--- config.mk ---
export PLATFORM = sky130hd
export DESIGN_NAME = rtc_second_minute_counters
export DESIGN_NICKNAME = d
export VERILOG_FILES = /design/src/rtl/rtc_sm_pkg.sv /design/src/rtl/rtc_second_minute_counters.sv /design/src/rtl/rtc_sixty_counter.sv /design/src/rtl/rtc_wb_slave.sv
export VERILOG_INCLUDE_DIRS = /design/src /design/src/rtl
export SDC_FILE = /design/constraint.sdc
export NUM_CORES = 1
export LEC_CHECK = 0
export BUFFER_PORTS_ARGS = -buffer_cell sky130_fd_sc_hd__buf_2
export CAP_MARGIN = 20
export CORE_MARGIN = 2
export CORE_UTILIZATION = 45
export CTS_BUF_LIST = sky130_fd_sc_hd__clkbuf_16
export CTS_CLUSTER_DIAMETER = 200
export DETAILED_ROUTE_END_ITERATION = 6
export GPL_TIMING_DRIVEN = 0
export PLACE_DENSITY = 0.75
export SETUP_SLACK_MARGIN = 0.15
export SYNTH_ARGS = -nofsm -noshare
export SYNTH_HDL_FRONTEND = slang
export SYNTH_SLANG_ARGS = --single-unit
--- constraint.sdc ---
create_clock -name core_clk_i -period 1.8 [get_ports core_clk_i]
set_input_delay 0.18 -clock core_clk_i [delete_from_list [all_inputs] [get_ports core_clk_i]]
set_output_delay 0.18 -clock core_clk_i [all_outputs]
set_load 0.005 [all_outputs]
--- src/rtl/rtc_sm_defines.svh ---
`ifndef RTC_SM_DEFINES_SVH
`define RTC_SM_DEFINES_SVH

// ----------------------------------------------------------------
// Register map (byte addresses)
// ----------------------------------------------------------------
`define RTC_ADR_W 8
`define RTC_SEC_OFS 8'h00
`define RTC_MIN_OFS 8'h04
`define RTC_CTRL_OFS 8'h08
`define RTC_STAT_OFS 8'h0C

// ----------------------------------------------------------------
// Field positions and limits
// ----------------------------------------------------------------
`define RTC_BUSY_BIT 7
`define RTC_TENS_MSB 6
`define RTC_TENS_LSB 4
`define RTC_ONES_MSB 3
`define RTC_ONES_LSB 0
`define RTC_TENS_MAX 3'h5
`define RTC_ONES_MAX 4'h9
`define RTC_BIN_MAX 8'hFF
`define RTC_CTRL_RUN 0
`define RTC_CTRL_FREE 1
`define RTC_CTRL_CLR 2
`define RTC_STAT_BUSY 0
`define RTC_STAT_PEND 1

// ----------------------------------------------------------------
// Reset values
// ----------------------------------------------------------------
`define RTC_CNT_RST 8'h00
`define RTC_RUN_RST 1'h1
`define RTC_FREE_RST 1'h0

`endif

--- src/rtl/rtc_sm_pkg.sv ---
`include "rtc_sm_defines.svh"

package rtc_sm_pkg;

  typedef logic [7:0] cnt_t;
  typedef logic [31:0] word_t;
  typedef logic [`RTC_ADR_W-1:0] adr_t;

  typedef enum logic [4:0]
  {
    ST_IDLE = 5'h01,
    ST_SEC = 5'h02,
    ST_MIN = 5'h04,
    ST_HOUR = 5'h08,
    ST_HOLD = 5'h10
  } upd_state_t;

  // Returns {carry, next value}; a ones digit past its limit also wraps, a tens digit only at ones rollover
  function automatic logic [8:0] cnt_inc(input cnt_t v, input logic bin);
    logic [2:0] tens;
    logic [3:0] ones;
    tens = v[`RTC_TENS_MSB:`RTC_TENS_LSB];
    ones = v[`RTC_ONES_MSB:`RTC_ONES_LSB];
    if (bin)
    begin
      cnt_inc = {(v == `RTC_BIN_MAX), 8'(v + 8'h01)};
    end
    else if (ones >= `RTC_ONES_MAX && tens >= `RTC_TENS_MAX)
    begin
      cnt_inc = {1'b1, `RTC_CNT_RST};
    end
    else if (ones >= `RTC_ONES_MAX)
    begin
      cnt_inc = {1'b0, 1'b0, 3'(tens + 3'h1), 4'h0};
    end
    else
    begin
      cnt_inc = {1'b0, 1'b0, tens, 4'(ones + 4'h1)};
    end
  endfunction : cnt_inc

endpackage : rtc_sm_pkg

--- src/rtl/rtc_second_minute_counters.sv ---
`timescale 1ns/1ps
`include "rtc_sm_defines.svh"

// Functional notes
// - Seconds hold BCD 00 to 59
// - Free-run mode: seconds is 8-bit binary counter
// - Bit 7 reads update in progress flag, except seconds in free-run mode
// - Seconds tens digit counts 0 to 5
// - Seconds ones digit counts 0-9 per tick
// - Ones wrap carries one into tens digit
// - Minutes advance on seconds carry outside free-run mode
// - Minutes hold BCD 00 to 59
// - Minutes tens digit counts 0 to 5
// - Minutes ones digit counts 0-9 per carry
// - Minutes emit hourly carry to hour stage
module rtc_second_minute_counters
(
  // Clock and reset
  input wire logic core_clk_i,
  input wire logic rst_i,
  // Wishbone slave
  input wire logic wb_cyc_i,
  input wire logic wb_stb_i,
  input wire logic wb_we_i,
  input wire rtc_sm_pkg::adr_t wb_adr_i,
  input wire logic [3:0] wb_sel_i,
  input wire rtc_sm_pkg::word_t wb_dat_i,
  output logic wb_ack_o,
  output rtc_sm_pkg::word_t wb_dat_o,
  // Time base and hour stage
  input wire logic sec_tick_i,
  input wire logic hour_busy_i,
  output logic hour_carry_o,
  output logic update_in_progress_o
);
  import rtc_sm_pkg::*;

  // ----------------------------------------------------------------
  // Declarations
  // ----------------------------------------------------------------
  upd_state_t state;
  upd_state_t next_state;
  logic run_en;
  logic next_run_en;
  logic free_run;
  logic next_free_run;
  logic clr_pulse;
  logic next_clr_pulse;
  logic tick_pend;
  logic next_tick_pend;
  logic hour_carry;
  logic next_hour_carry;
  logic busy_q;
  logic next_busy_q;
  logic wr_stb;
  logic wr_sec;
  logic wr_min;
  logic wr_ctrl;
  logic sec_inc;
  logic min_inc;
  logic sec_carry;
  logic min_carry;
  logic update_in_progress;
  logic tick_ok;
  logic min_step;
  logic [2:0] sec_tens;
  logic [3:0] sec_ones;
  logic [2:0] min_tens;
  logic [3:0] min_ones;
  cnt_t sec_val;
  cnt_t min_val;
  cnt_t wr_val;
  word_t rd_data;

  // ----------------------------------------------------------------
  // Bus slave
  // ----------------------------------------------------------------
  rtc_wb_slave u_bus
  (
    .core_clk_i(core_clk_i),
    .rst_i(rst_i),
    .wb_cyc_i(wb_cyc_i),
    .wb_stb_i(wb_stb_i),
    .wb_we_i(wb_we_i),
    .wb_sel_i(wb_sel_i),
    .wb_ack_o(wb_ack_o),
    .wb_dat_o(wb_dat_o),
    .rd_data_i(rd_data),
    .wr_stb_o(wr_stb)
  );

  // ----------------------------------------------------------------
  // Write decode
  // ----------------------------------------------------------------
  // Lane 0 carries every field; other lanes are acked and dropped
  // Free-run seconds is a read-only counter, so its writes are dropped
  assign wr_sec = wr_stb & (wb_adr_i == `RTC_SEC_OFS) & ~free_run;
  assign wr_min = wr_stb & (wb_adr_i == `RTC_MIN_OFS);
  assign wr_ctrl = wr_stb & (wb_adr_i == `RTC_CTRL_OFS);

  assign wr_val = {1'b0, wb_dat_i[`RTC_TENS_MSB:`RTC_ONES_LSB]};

  // ----------------------------------------------------------------
  // Control register
  // ----------------------------------------------------------------
  always_comb
  begin
    next_run_en = run_en;
    next_free_run = free_run;
    next_clr_pulse = 1'b0;
    if (wr_ctrl)
    begin
      next_run_en = wb_dat_i[`RTC_CTRL_RUN];
      next_free_run = wb_dat_i[`RTC_CTRL_FREE];
      // Clear is self-clearing, so it reads back as zero
      next_clr_pulse = wb_dat_i[`RTC_CTRL_CLR];
    end
  end

  always_ff @(posedge core_clk_i)
  begin
    if (rst_i)
    begin
      run_en <= `RTC_RUN_RST;
      free_run <= `RTC_FREE_RST;
      clr_pulse <= 1'b0;
    end
    else
    begin
      run_en <= next_run_en;
      free_run <= next_free_run;
      clr_pulse <= next_clr_pulse;
    end
  end

  // ----------------------------------------------------------------
  // Tick qualifier
  // ----------------------------------------------------------------
  // A stopped clock drops its ticks here instead of queueing them
  assign tick_ok = sec_tick_i & run_en;

  // ----------------------------------------------------------------
  // Minute step
  // ----------------------------------------------------------------
  // minutes follow seconds carry
  // Free-running seconds are a plain count, so they never move minutes
  assign min_step = sec_carry & ~free_run;

  // ----------------------------------------------------------------
  // Update sequencer
  // ----------------------------------------------------------------
  // A tick that lands while an update runs is held in one pending flag until idle; a clear drops it
  always_comb
  begin
    next_state = state;
    next_tick_pend = tick_pend;
    next_hour_carry = 1'b0;
    sec_inc = 1'b0;
    min_inc = 1'b0;
    if (tick_ok)
    begin
      next_tick_pend = 1'b1;
    end
    case (state)
      ST_IDLE:
      begin
        if (tick_pend && run_en)
        begin
          next_state = ST_SEC;
          // Set wins: a new tick this cycle keeps the pending flag
          next_tick_pend = tick_ok;
        end
      end
      ST_SEC:
      begin
        sec_inc = 1'b1;
        next_state = ST_MIN;
      end
      ST_MIN:
      begin
        min_inc = min_step;
        next_state = ST_HOUR;
      end
      ST_HOUR:
      begin
        next_hour_carry = min_carry;
        next_state = ST_HOLD;
      end
      ST_HOLD:
      begin
        // Flag stays up while the hour stage takes its carry
        next_state = ST_IDLE;
      end
      default:
      begin
        next_state = ST_IDLE;
      end
    endcase
    if (clr_pulse)
    begin
      next_state = ST_IDLE;
      // Clear drops an old tick; a new one still wins
      next_tick_pend = tick_ok;
    end
  end

  always_ff @(posedge core_clk_i)
  begin
    if (rst_i)
    begin
      state <= ST_IDLE;
      tick_pend <= 1'b0;
      hour_carry <= 1'b0;
    end
    else
    begin
      state <= next_state;
      tick_pend <= next_tick_pend;
      hour_carry <= next_hour_carry;
    end
  end

  // ----------------------------------------------------------------
  // Counters
  // ----------------------------------------------------------------
  // Both stages use one counter module; only seconds may run binary
  // seconds BCD 00-59
  rtc_sixty_counter u_sec
  (
    .core_clk_i(core_clk_i),
    .rst_i(rst_i),
    .clear_i(clr_pulse),
    .load_i(wr_sec),
    .load_val_i(wr_val),
    .inc_i(sec_inc),
    .bin_mode_i(free_run),
    .value_o(sec_val),
    .carry_o(sec_carry)
  );

  rtc_sixty_counter u_min
  (
    .core_clk_i(core_clk_i),
    .rst_i(rst_i),
    .clear_i(clr_pulse),
    .load_i(wr_min),
    .load_val_i(wr_val),
    .inc_i(min_inc),
    .bin_mode_i(1'b0),
    .value_o(min_val),
    .carry_o(min_carry)
  );

  // ----------------------------------------------------------------
  // Update flag
  // ----------------------------------------------------------------
  // busy during any update
  // hour_busy_i keeps it up while the hour stage works
  always_comb
  begin
    next_busy_q = (next_state != ST_IDLE) | hour_busy_i;
  end

  always_ff @(posedge core_clk_i)
  begin
    if (rst_i)
    begin
      busy_q <= 1'b0;
    end
    else
    begin
      busy_q <= next_busy_q;
    end
  end

  // Registered copy is taken from next_state, so it matches the raw state term in time
  assign update_in_progress = busy_q | (state != ST_IDLE);

  // ----------------------------------------------------------------
  // Digit fields
  // ----------------------------------------------------------------
  // Named digits keep the read mux short
  // seconds tens 0-5
  assign sec_tens = sec_val[`RTC_TENS_MSB:`RTC_TENS_LSB];
  assign sec_ones = sec_val[`RTC_ONES_MSB:`RTC_ONES_LSB];
  assign min_tens = min_val[`RTC_TENS_MSB:`RTC_TENS_LSB];
  assign min_ones = min_val[`RTC_ONES_MSB:`RTC_ONES_LSB];

  // ----------------------------------------------------------------
  // Read mux
  // ----------------------------------------------------------------
  // flag shown beside the count
  always_comb
  begin
    rd_data = 32'h0000_0000;
    case (wb_adr_i)
      `RTC_SEC_OFS:
      begin
        if (free_run)
        begin
          rd_data[7:0] = sec_val;
        end
        else
        begin
          rd_data[7:0] = {update_in_progress, sec_tens, sec_ones};
        end
      end
      `RTC_MIN_OFS:
      begin
        rd_data[7:0] = {update_in_progress, min_tens, min_ones};
      end
      `RTC_CTRL_OFS:
      begin
        rd_data[`RTC_CTRL_RUN] = run_en;
        rd_data[`RTC_CTRL_FREE] = free_run;
      end
      `RTC_STAT_OFS:
      begin
        rd_data[`RTC_STAT_BUSY] = update_in_progress;
        rd_data[`RTC_STAT_PEND] = tick_pend;
      end
      default:
      begin
        rd_data = 32'h0000_0000;
      end
    endcase
  end

  assign hour_carry_o = hour_carry;
  assign update_in_progress_o = busy_q;

endmodule : rtc_second_minute_counters

--- src/rtl/rtc_sixty_counter.sv ---
`timescale 1ns/1ps
`include "rtc_sm_defines.svh"

module rtc_sixty_counter
(
  // Clock and reset
  input wire logic core_clk_i,
  input wire logic rst_i,
  // Control
  input wire logic clear_i,
  input wire logic load_i,
  input wire rtc_sm_pkg::cnt_t load_val_i,
  input wire logic inc_i,
  input wire logic bin_mode_i,
  // State
  output rtc_sm_pkg::cnt_t value_o,
  output logic carry_o
);
  import rtc_sm_pkg::*;

  cnt_t value;
  cnt_t next_value;
  logic carry;
  logic next_carry;
  logic [8:0] inc_res;

  // ----------------------------------------------------------------
  // Next state
  // ----------------------------------------------------------------
  always_comb
  begin
    inc_res = cnt_inc(value, bin_mode_i);
    next_value = value;
    next_carry = 1'b0;
    if (clear_i)
    begin
      next_value = `RTC_CNT_RST;
    end
    else if (load_i)
    begin
      // Software write wins over a tick in the same cycle
      next_value = load_val_i;
    end
    else if (inc_i)
    begin
      next_value = inc_res[7:0];
      next_carry = inc_res[8];
    end
  end

  // ----------------------------------------------------------------
  // Registers
  // ----------------------------------------------------------------
  always_ff @(posedge core_clk_i)
  begin
    if (rst_i)
    begin
      value <= `RTC_CNT_RST;
      carry <= 1'b0;
    end
    else
    begin
      value <= next_value;
      carry <= next_carry;
    end
  end

  assign value_o = value;
  assign carry_o = carry;

endmodule : rtc_sixty_counter

--- src/rtl/rtc_wb_slave.sv ---
`timescale 1ns/1ps
`include "rtc_sm_defines.svh"

module rtc_wb_slave
(
  // Clock and reset
  input wire logic core_clk_i,
  input wire logic rst_i,
  // Wishbone
  input wire logic wb_cyc_i,
  input wire logic wb_stb_i,
  input wire logic wb_we_i,
  input wire logic [3:0] wb_sel_i,
  output logic wb_ack_o,
  output rtc_sm_pkg::word_t wb_dat_o,
  // Register side
  input wire rtc_sm_pkg::word_t rd_data_i,
  output logic wr_stb_o
);
  import rtc_sm_pkg::*;

  logic ack;
  logic next_ack;
  word_t dat;
  word_t next_dat;
  logic req;

  // ----------------------------------------------------------------
  // Handshake
  // ----------------------------------------------------------------
  // A new request is taken only while ack is low, so ack is one cycle
  assign req = wb_cyc_i & wb_stb_i & ~ack;

  always_comb
  begin
    next_ack = req;
    next_dat = req ? rd_data_i : dat;
  end

  always_ff @(posedge core_clk_i)
  begin
    if (rst_i)
    begin
      ack <= 1'b0;
      dat <= 32'h0000_0000;
    end
    else
    begin
      ack <= next_ack;
      dat <= next_dat;
    end
  end

  // Write lands on the edge where the master sees ack; lane 0 only
  assign wr_stb_o = ack & wb_cyc_i & wb_stb_i & wb_we_i & wb_sel_i[0];
  assign wb_ack_o = ack;
  assign wb_dat_o = dat;

endmodule : rtc_wb_slave

Word-level counts from Yosys, hierarchy flattened
Cells that the tools add are included.
Word-level totals
  logic and storage cells: 92
  register bits: 37
Operators by class
  bitwise logic cells: 20
  mux-type cells: 21
  equal/unequal tests: 10
  order comparisons: 4
  add/subtract/negate cells: 5
  reductions and logical operators: 16
Operator list (number)
  $mux W7: 6
  $mux W9: 3
  $pmux W5 S4: 1
  $eq A8 B4 Y1 const B: 2
  $and A1 B1 Y1: 12
  $pmux W6 S2: 1
  $mux W5: 2
  $ne A5 B1 Y1 const B: 2
  $add A4 B1 Y4 const B: 2
  $add A8 B1 Y8 const B: 1
  $eq A8 B3 Y1 const B: 1
  $eq A8 B8 Y1 const B: 1
  $ge A4 B4 Y1 const B: 2
  $logic_not A8 Y1: 1
  $mux W8: 1
  $pmux W2 S4: 1
  $reduce_or A4 Y1: 2
  $add A3 B1 Y3 const B: 2
  $ge A3 B3 Y1 const B: 2
  $mux W1: 6
  $not A1 Y1: 6
  $reduce_or A2 Y1: 3
  $eq A5 B1 Y1 const B: 1
  $eq A5 B2 Y1 const B: 1
  other kinds (9): 14

Logic depth before layout (Yosys ltp)
  word-level depth: 8
  mapped depth: 7

Cells and area by module
Synthesis repeated with hierarchy kept, for this count alone.
Unflattened totals
  cells, all modules: 401
  area total of the unflattened synthesis: 3582.2 µm²
By module, submodules not included
  rtc_wb_slave: cells an instance 145, seq. area each 660.6 µm², instances 1, area each 1506.4 µm²
  rtc_sixty_counter: cells an instance 86, seq. area each 180.2 µm², instances 2, area each 704.4 µm²
  rtc_second_minute_counters: cells an instance 84, seq. area each 220.2 µm², instances 1, area each 666.9 µm²

Worst setup path after synthesis
OpenSTA, ideal clock, no wires.
  path type: register to register
  start point: reg u_min.value[0], in the netlist u_min.value_o[0]
  end point: reg u_min.value[5], in the netlist u_min.value_o[5]
  stages on the path, launching flop included: 8
  arrival time: 1.608 ns
  buffers on the path: 0
  required time: 1.726 ns
  setup slack: 0.118 ns
  path through: dfxtp_1 inv_1 ha_1 or3b_2 nand2_1 or2_4 or3_1 a31oi_1
Between the ends
  longest elaborated chain between the ends: 5
  elaborated cells between the ends (all ways): 7
Ends and longest elaborated chain
  start, declared: RTL line rtc_sixty_counter.sv:21  | cnt_t value;
  start signal, assigned: RTL line rtc_sixty_counter.sv:58  | value <= `RTC_CNT_RST;
  start signal, assigned: RTL line rtc_sixty_counter.sv:63  | value <= next_value;
  $ge A4 B4 Y1 (no source line) *
  $logic_and A1 B1 Y1 (no source line)
  $mux W9: RTL line rtc_sm_pkg.sv:28  | else if (ones >= `RTC_ONES_MAX && tens >= `RTC_TENS_MAX)
  $mux W7: RTL line rtc_sixty_counter.sv:44  | else if (inc_i)
  $mux W7: RTL line rtc_sixty_counter.sv:39  | else if (load_i)
Mark *: on every way between the ends. The rest lies on a longest branch, timed or not. The select of a mux whose other input is x is not followed.
A chain may end at the register's enable or synchronous reset.

Worst setup path in the final report
Ends and elaborated chain as after synthesis.

==> flow_summary.yaml <==
clock_network:
  cts_root_buf: "sky130_fd_sc_hd__clkbuf_16"
  clock_path_buffers: 2
  clock-sinks: 37
  htreeDepth: 2
  tritoncts.num_buffers: 5
  insertion_delay_ns: 0.28
  tritoncts: "done"
  clock_edge_transition_at_the_registers_on_the_reported_setup_and_hold_paths_ns: 0.06
routing:
  dr_total_vias: 2203
  ant_nets: 0
  drt_initial_violations: 153
  routed_via_density: 5.37
  drt_pre_antenna_iters: 4
  wl_met1_um: 2370
  drc_errors: 0
  wl_met3_um: 409
  finalWirelength_um: 6030
  drt-wirelength-per-cell_um: 14.7
  maxUsedRoutingLayer: "met4"
  met2RoutedLength_um: 3040
synthesis:
  synthTopCellsByArea: "sky130_fd_sc_hd__dfxtp_1 33%, sky130_fd_sc_hd__buf_4 8.1%, sky130_fd_sc_hd__ha_1 5.6%, sky130_fd_sc_hd__o21ai_0 4.7%, sky130_fd_sc_hd__nor2_1 4.2%"
  syn-instance-count: 270
  syn_avg_cell_area_sq_um: 8.23
  synth_edf_count: 0
  yosys.cell_count.top_type: "sky130_fd_sc_hd__dfxtp_1"
  yosys-top-cells-count: "37 x sky130_fd_sc_hd__dfxtp_1, 25 x sky130_fd_sc_hd__nor2_1, 24 x sky130_fd_sc_hd__buf_4"
  synth_flop_cell: "sky130_fd_sc_hd__dfxtp_1"
  netlist_area_sq_um: 2220
  post_synth_num_cell_types: 55
  async_flop_share: 0
  synth_top_area_share: 0.334
  post-synth-top-area-cell: "sky130_fd_sc_hd__dfxtp_1"
  ys_seq_area_frac: 0.334
  postSynthRegisterBits: 37
  synthesis.yosys.warnings: 0
worst_setup_path:
  setup.worst_path.start_class: "flip-flop"
  maximum_net_fanout_on_the_critical_path: 5
  timing.critical_path.arrival_ns: 1.98
  worst-endpoint-required_ns: 2.01
  timing.setup.critical_path_class: "reg -> reg"
  type_of_element_capturing_the_critical_path: "flip-flop"
sta:
  fin_setup_tns_ns: 0
  hold_viol: 0
  max_slew_margin: 0.569
  final_min_period_over_clock_period: 0.986
  tightest_slew_ns: 0.641
  hold_ws_ns: 0.133
  clock_skew_ns: 0.00730
  max_slew_vio_count: 0
  clock.fmax_ghz: 0.564
  final-setup-viol-count: 0
  fin_crit_ns: 1.77
  rsz0062_at_grt: "yes"
die:
  fp.dieW_um: 74.3
  effective_utilization_at_floorplan: 0.467
  die-height_um: 74.3
  rows: 25
  floorplan.die_area_sq_um: 5510
  boundaryPins: 86
  design.core.area_sq_um: 4750
status:
  status: "completed"
final_layout:
  post_synthesis_to_final_layout_area_growth_pct: 35.9
  diodes: 0
  ratio_of_cells_with_drive_above_1_in_the_final_layout: 0.370
  final.fill_count: 408
  final_cell_count_no_fill: 410
  layout.core_utilization: 0.635
  nets: 403
grt:
  first_global_vias: 1825
  groute.usage.overall: 0.210
  grt_antenna_before_repair: 0
  pin_count_of_the_biggest_net_entering_global_routing: 12
  grt_first_pass_wirelength_um: 8810
  grt_overflow_total: 0
pwr:
  power_per_cell_area_nw_per_um2: 658
  worst_ir_drop_vdd_v: 0.000352
  power.static_leakage_nw: 1.22
  total_design_power_mw: 1.99
hold_path:
  hold_path.class: "in -> reg"
placement:
  hpwlAfterDp_um: 4040
  globalplace.congestion: 0.849
  number_of_cells_in_the_design_after_placement: 391
  port_buffers: 31
flow_run:
  drv_cap: 0
through the flow:
step           setup WS, ns  cell area [sq um]
6_report             0.0256               3020
3_5_place_dp         -0.354               2550
3_3_place_gp         -0.314               2550
4_1_cts               0.117               2840
5_1_grt             -0.0495               3020
2_1_floorplan         0.154               2310
final timing paths:
path	cells past startpoint	end	slack [ns]	start
setup / recovery	7	u_min.value_o[5]	0.03	u_min.value_o[0]
hold / removal	3	update_in_progress_o	0.13	hour_busy_i
setup reg to reg	7	u_min.value_o[5]	0.03	u_min.value_o[0]
hold reg to reg	2	hour_carry_o	0.44	u_min.carry_o
placed cells by master (no fill, tap or decap), drive strengths merged, types with 2 or more instances in the layout:
cell     count
nor2b        3
clkbuf      13
a211oi       3
nor3b        2
a211o        2
or3b         3
or2          3
nand3        4
or3          6
mux2i        3
a31oi        6
and3         3
mux2         4
nand4        3
inv         12
and3b        3
o21ai       22
nand2       18
a22oi        8
ha          10
conb        24
dfxtp       37
nand3b       4
o2111ai      3
a21boi       2
nor2        25
a2111oi      2
nor4         7
nor3         7
a21oi       13
nand2b       3
buf         70
area by class of cell:
type                       count  area (sq um)  area share
inverter                      11          43.8      0.0145
buffer                        36           245      0.0812
clock buffer                   5           125      0.0414
sequential                    37           771       0.255
multi-input combinational    209          1470       0.487
clock inverter                 3          37.5      0.0124
timing repair buffer          42           241      0.0800
tap                           67          83.8      0.0278
registers in the layout, indices dropped and copies added, names as in the netlist, named ones only:
name	flops
free_run	1
u_bus.wb_dat_o	8
u_min.value_o	7
hour_carry_o	1
clr_pulse	1
update_in_progress_o	1
u_sec.carry_o	1
u_min.carry_o	1
u_sec.value_o	8
u_bus.wb_ack_o	1
state	5
run_en	1
what timing repair did:
action	CTS	global route
setup buffers	8	3
pin swaps	10	21
gates resized for setup	26	42
endpoints found under the setup margin	16	21
cloned	0	0
hold buffers	0	0
power by group:
part	switching, mW	internal [mW]	leakage (nW)	total (mW)
clock	0.340	0.644	0.0826	0.984
sequential	0.00821	0.818	0.305	0.826
combinational	0.0933	0.0840	0.831	0.177
cell families (layout without fill, tap and decap cells):
kind of cell,after synthesis,count (layout),synth area share
multiplexers,7,7,0.0338
other,1,24,0.00169
XOR/XNOR,1,1,0.00394
AO/OA/AOI/OAI,70,70,0.202
adder cells (fa/ha/maj),10,10,0.0563
flip-flops,37,37,0.334
AND/OR/NAND/NOR,97,97,0.248
buffers and inverters,47,97,0.121
critical path: stages (launching register included):
cell	delay (ns)
sky130_fd_sc_hd__dfxtp_4	0.35
sky130_fd_sc_hd__inv_2	0.04
sky130_fd_sc_hd__ha_1	0.17
sky130_fd_sc_hd__or3b_4	0.24
sky130_fd_sc_hd__nand2_2	0.04
sky130_fd_sc_hd__or2_4	0.27
sky130_fd_sc_hd__or3_1	0.39
sky130_fd_sc_hd__a31oi_1	0.19
routing by layer:
| layer | GRT usage | vias up |
|---|---|---|
| met1 | 0.274 | 1025 |
| met4 | 0.0813 | 0 |
| li1 | - | 1073 |
| met2 | 0.348 | 85 |
| met3 | 0.0339 | 20 |
| met5 | 0 | - |
(Power assumes the default switching activity.)
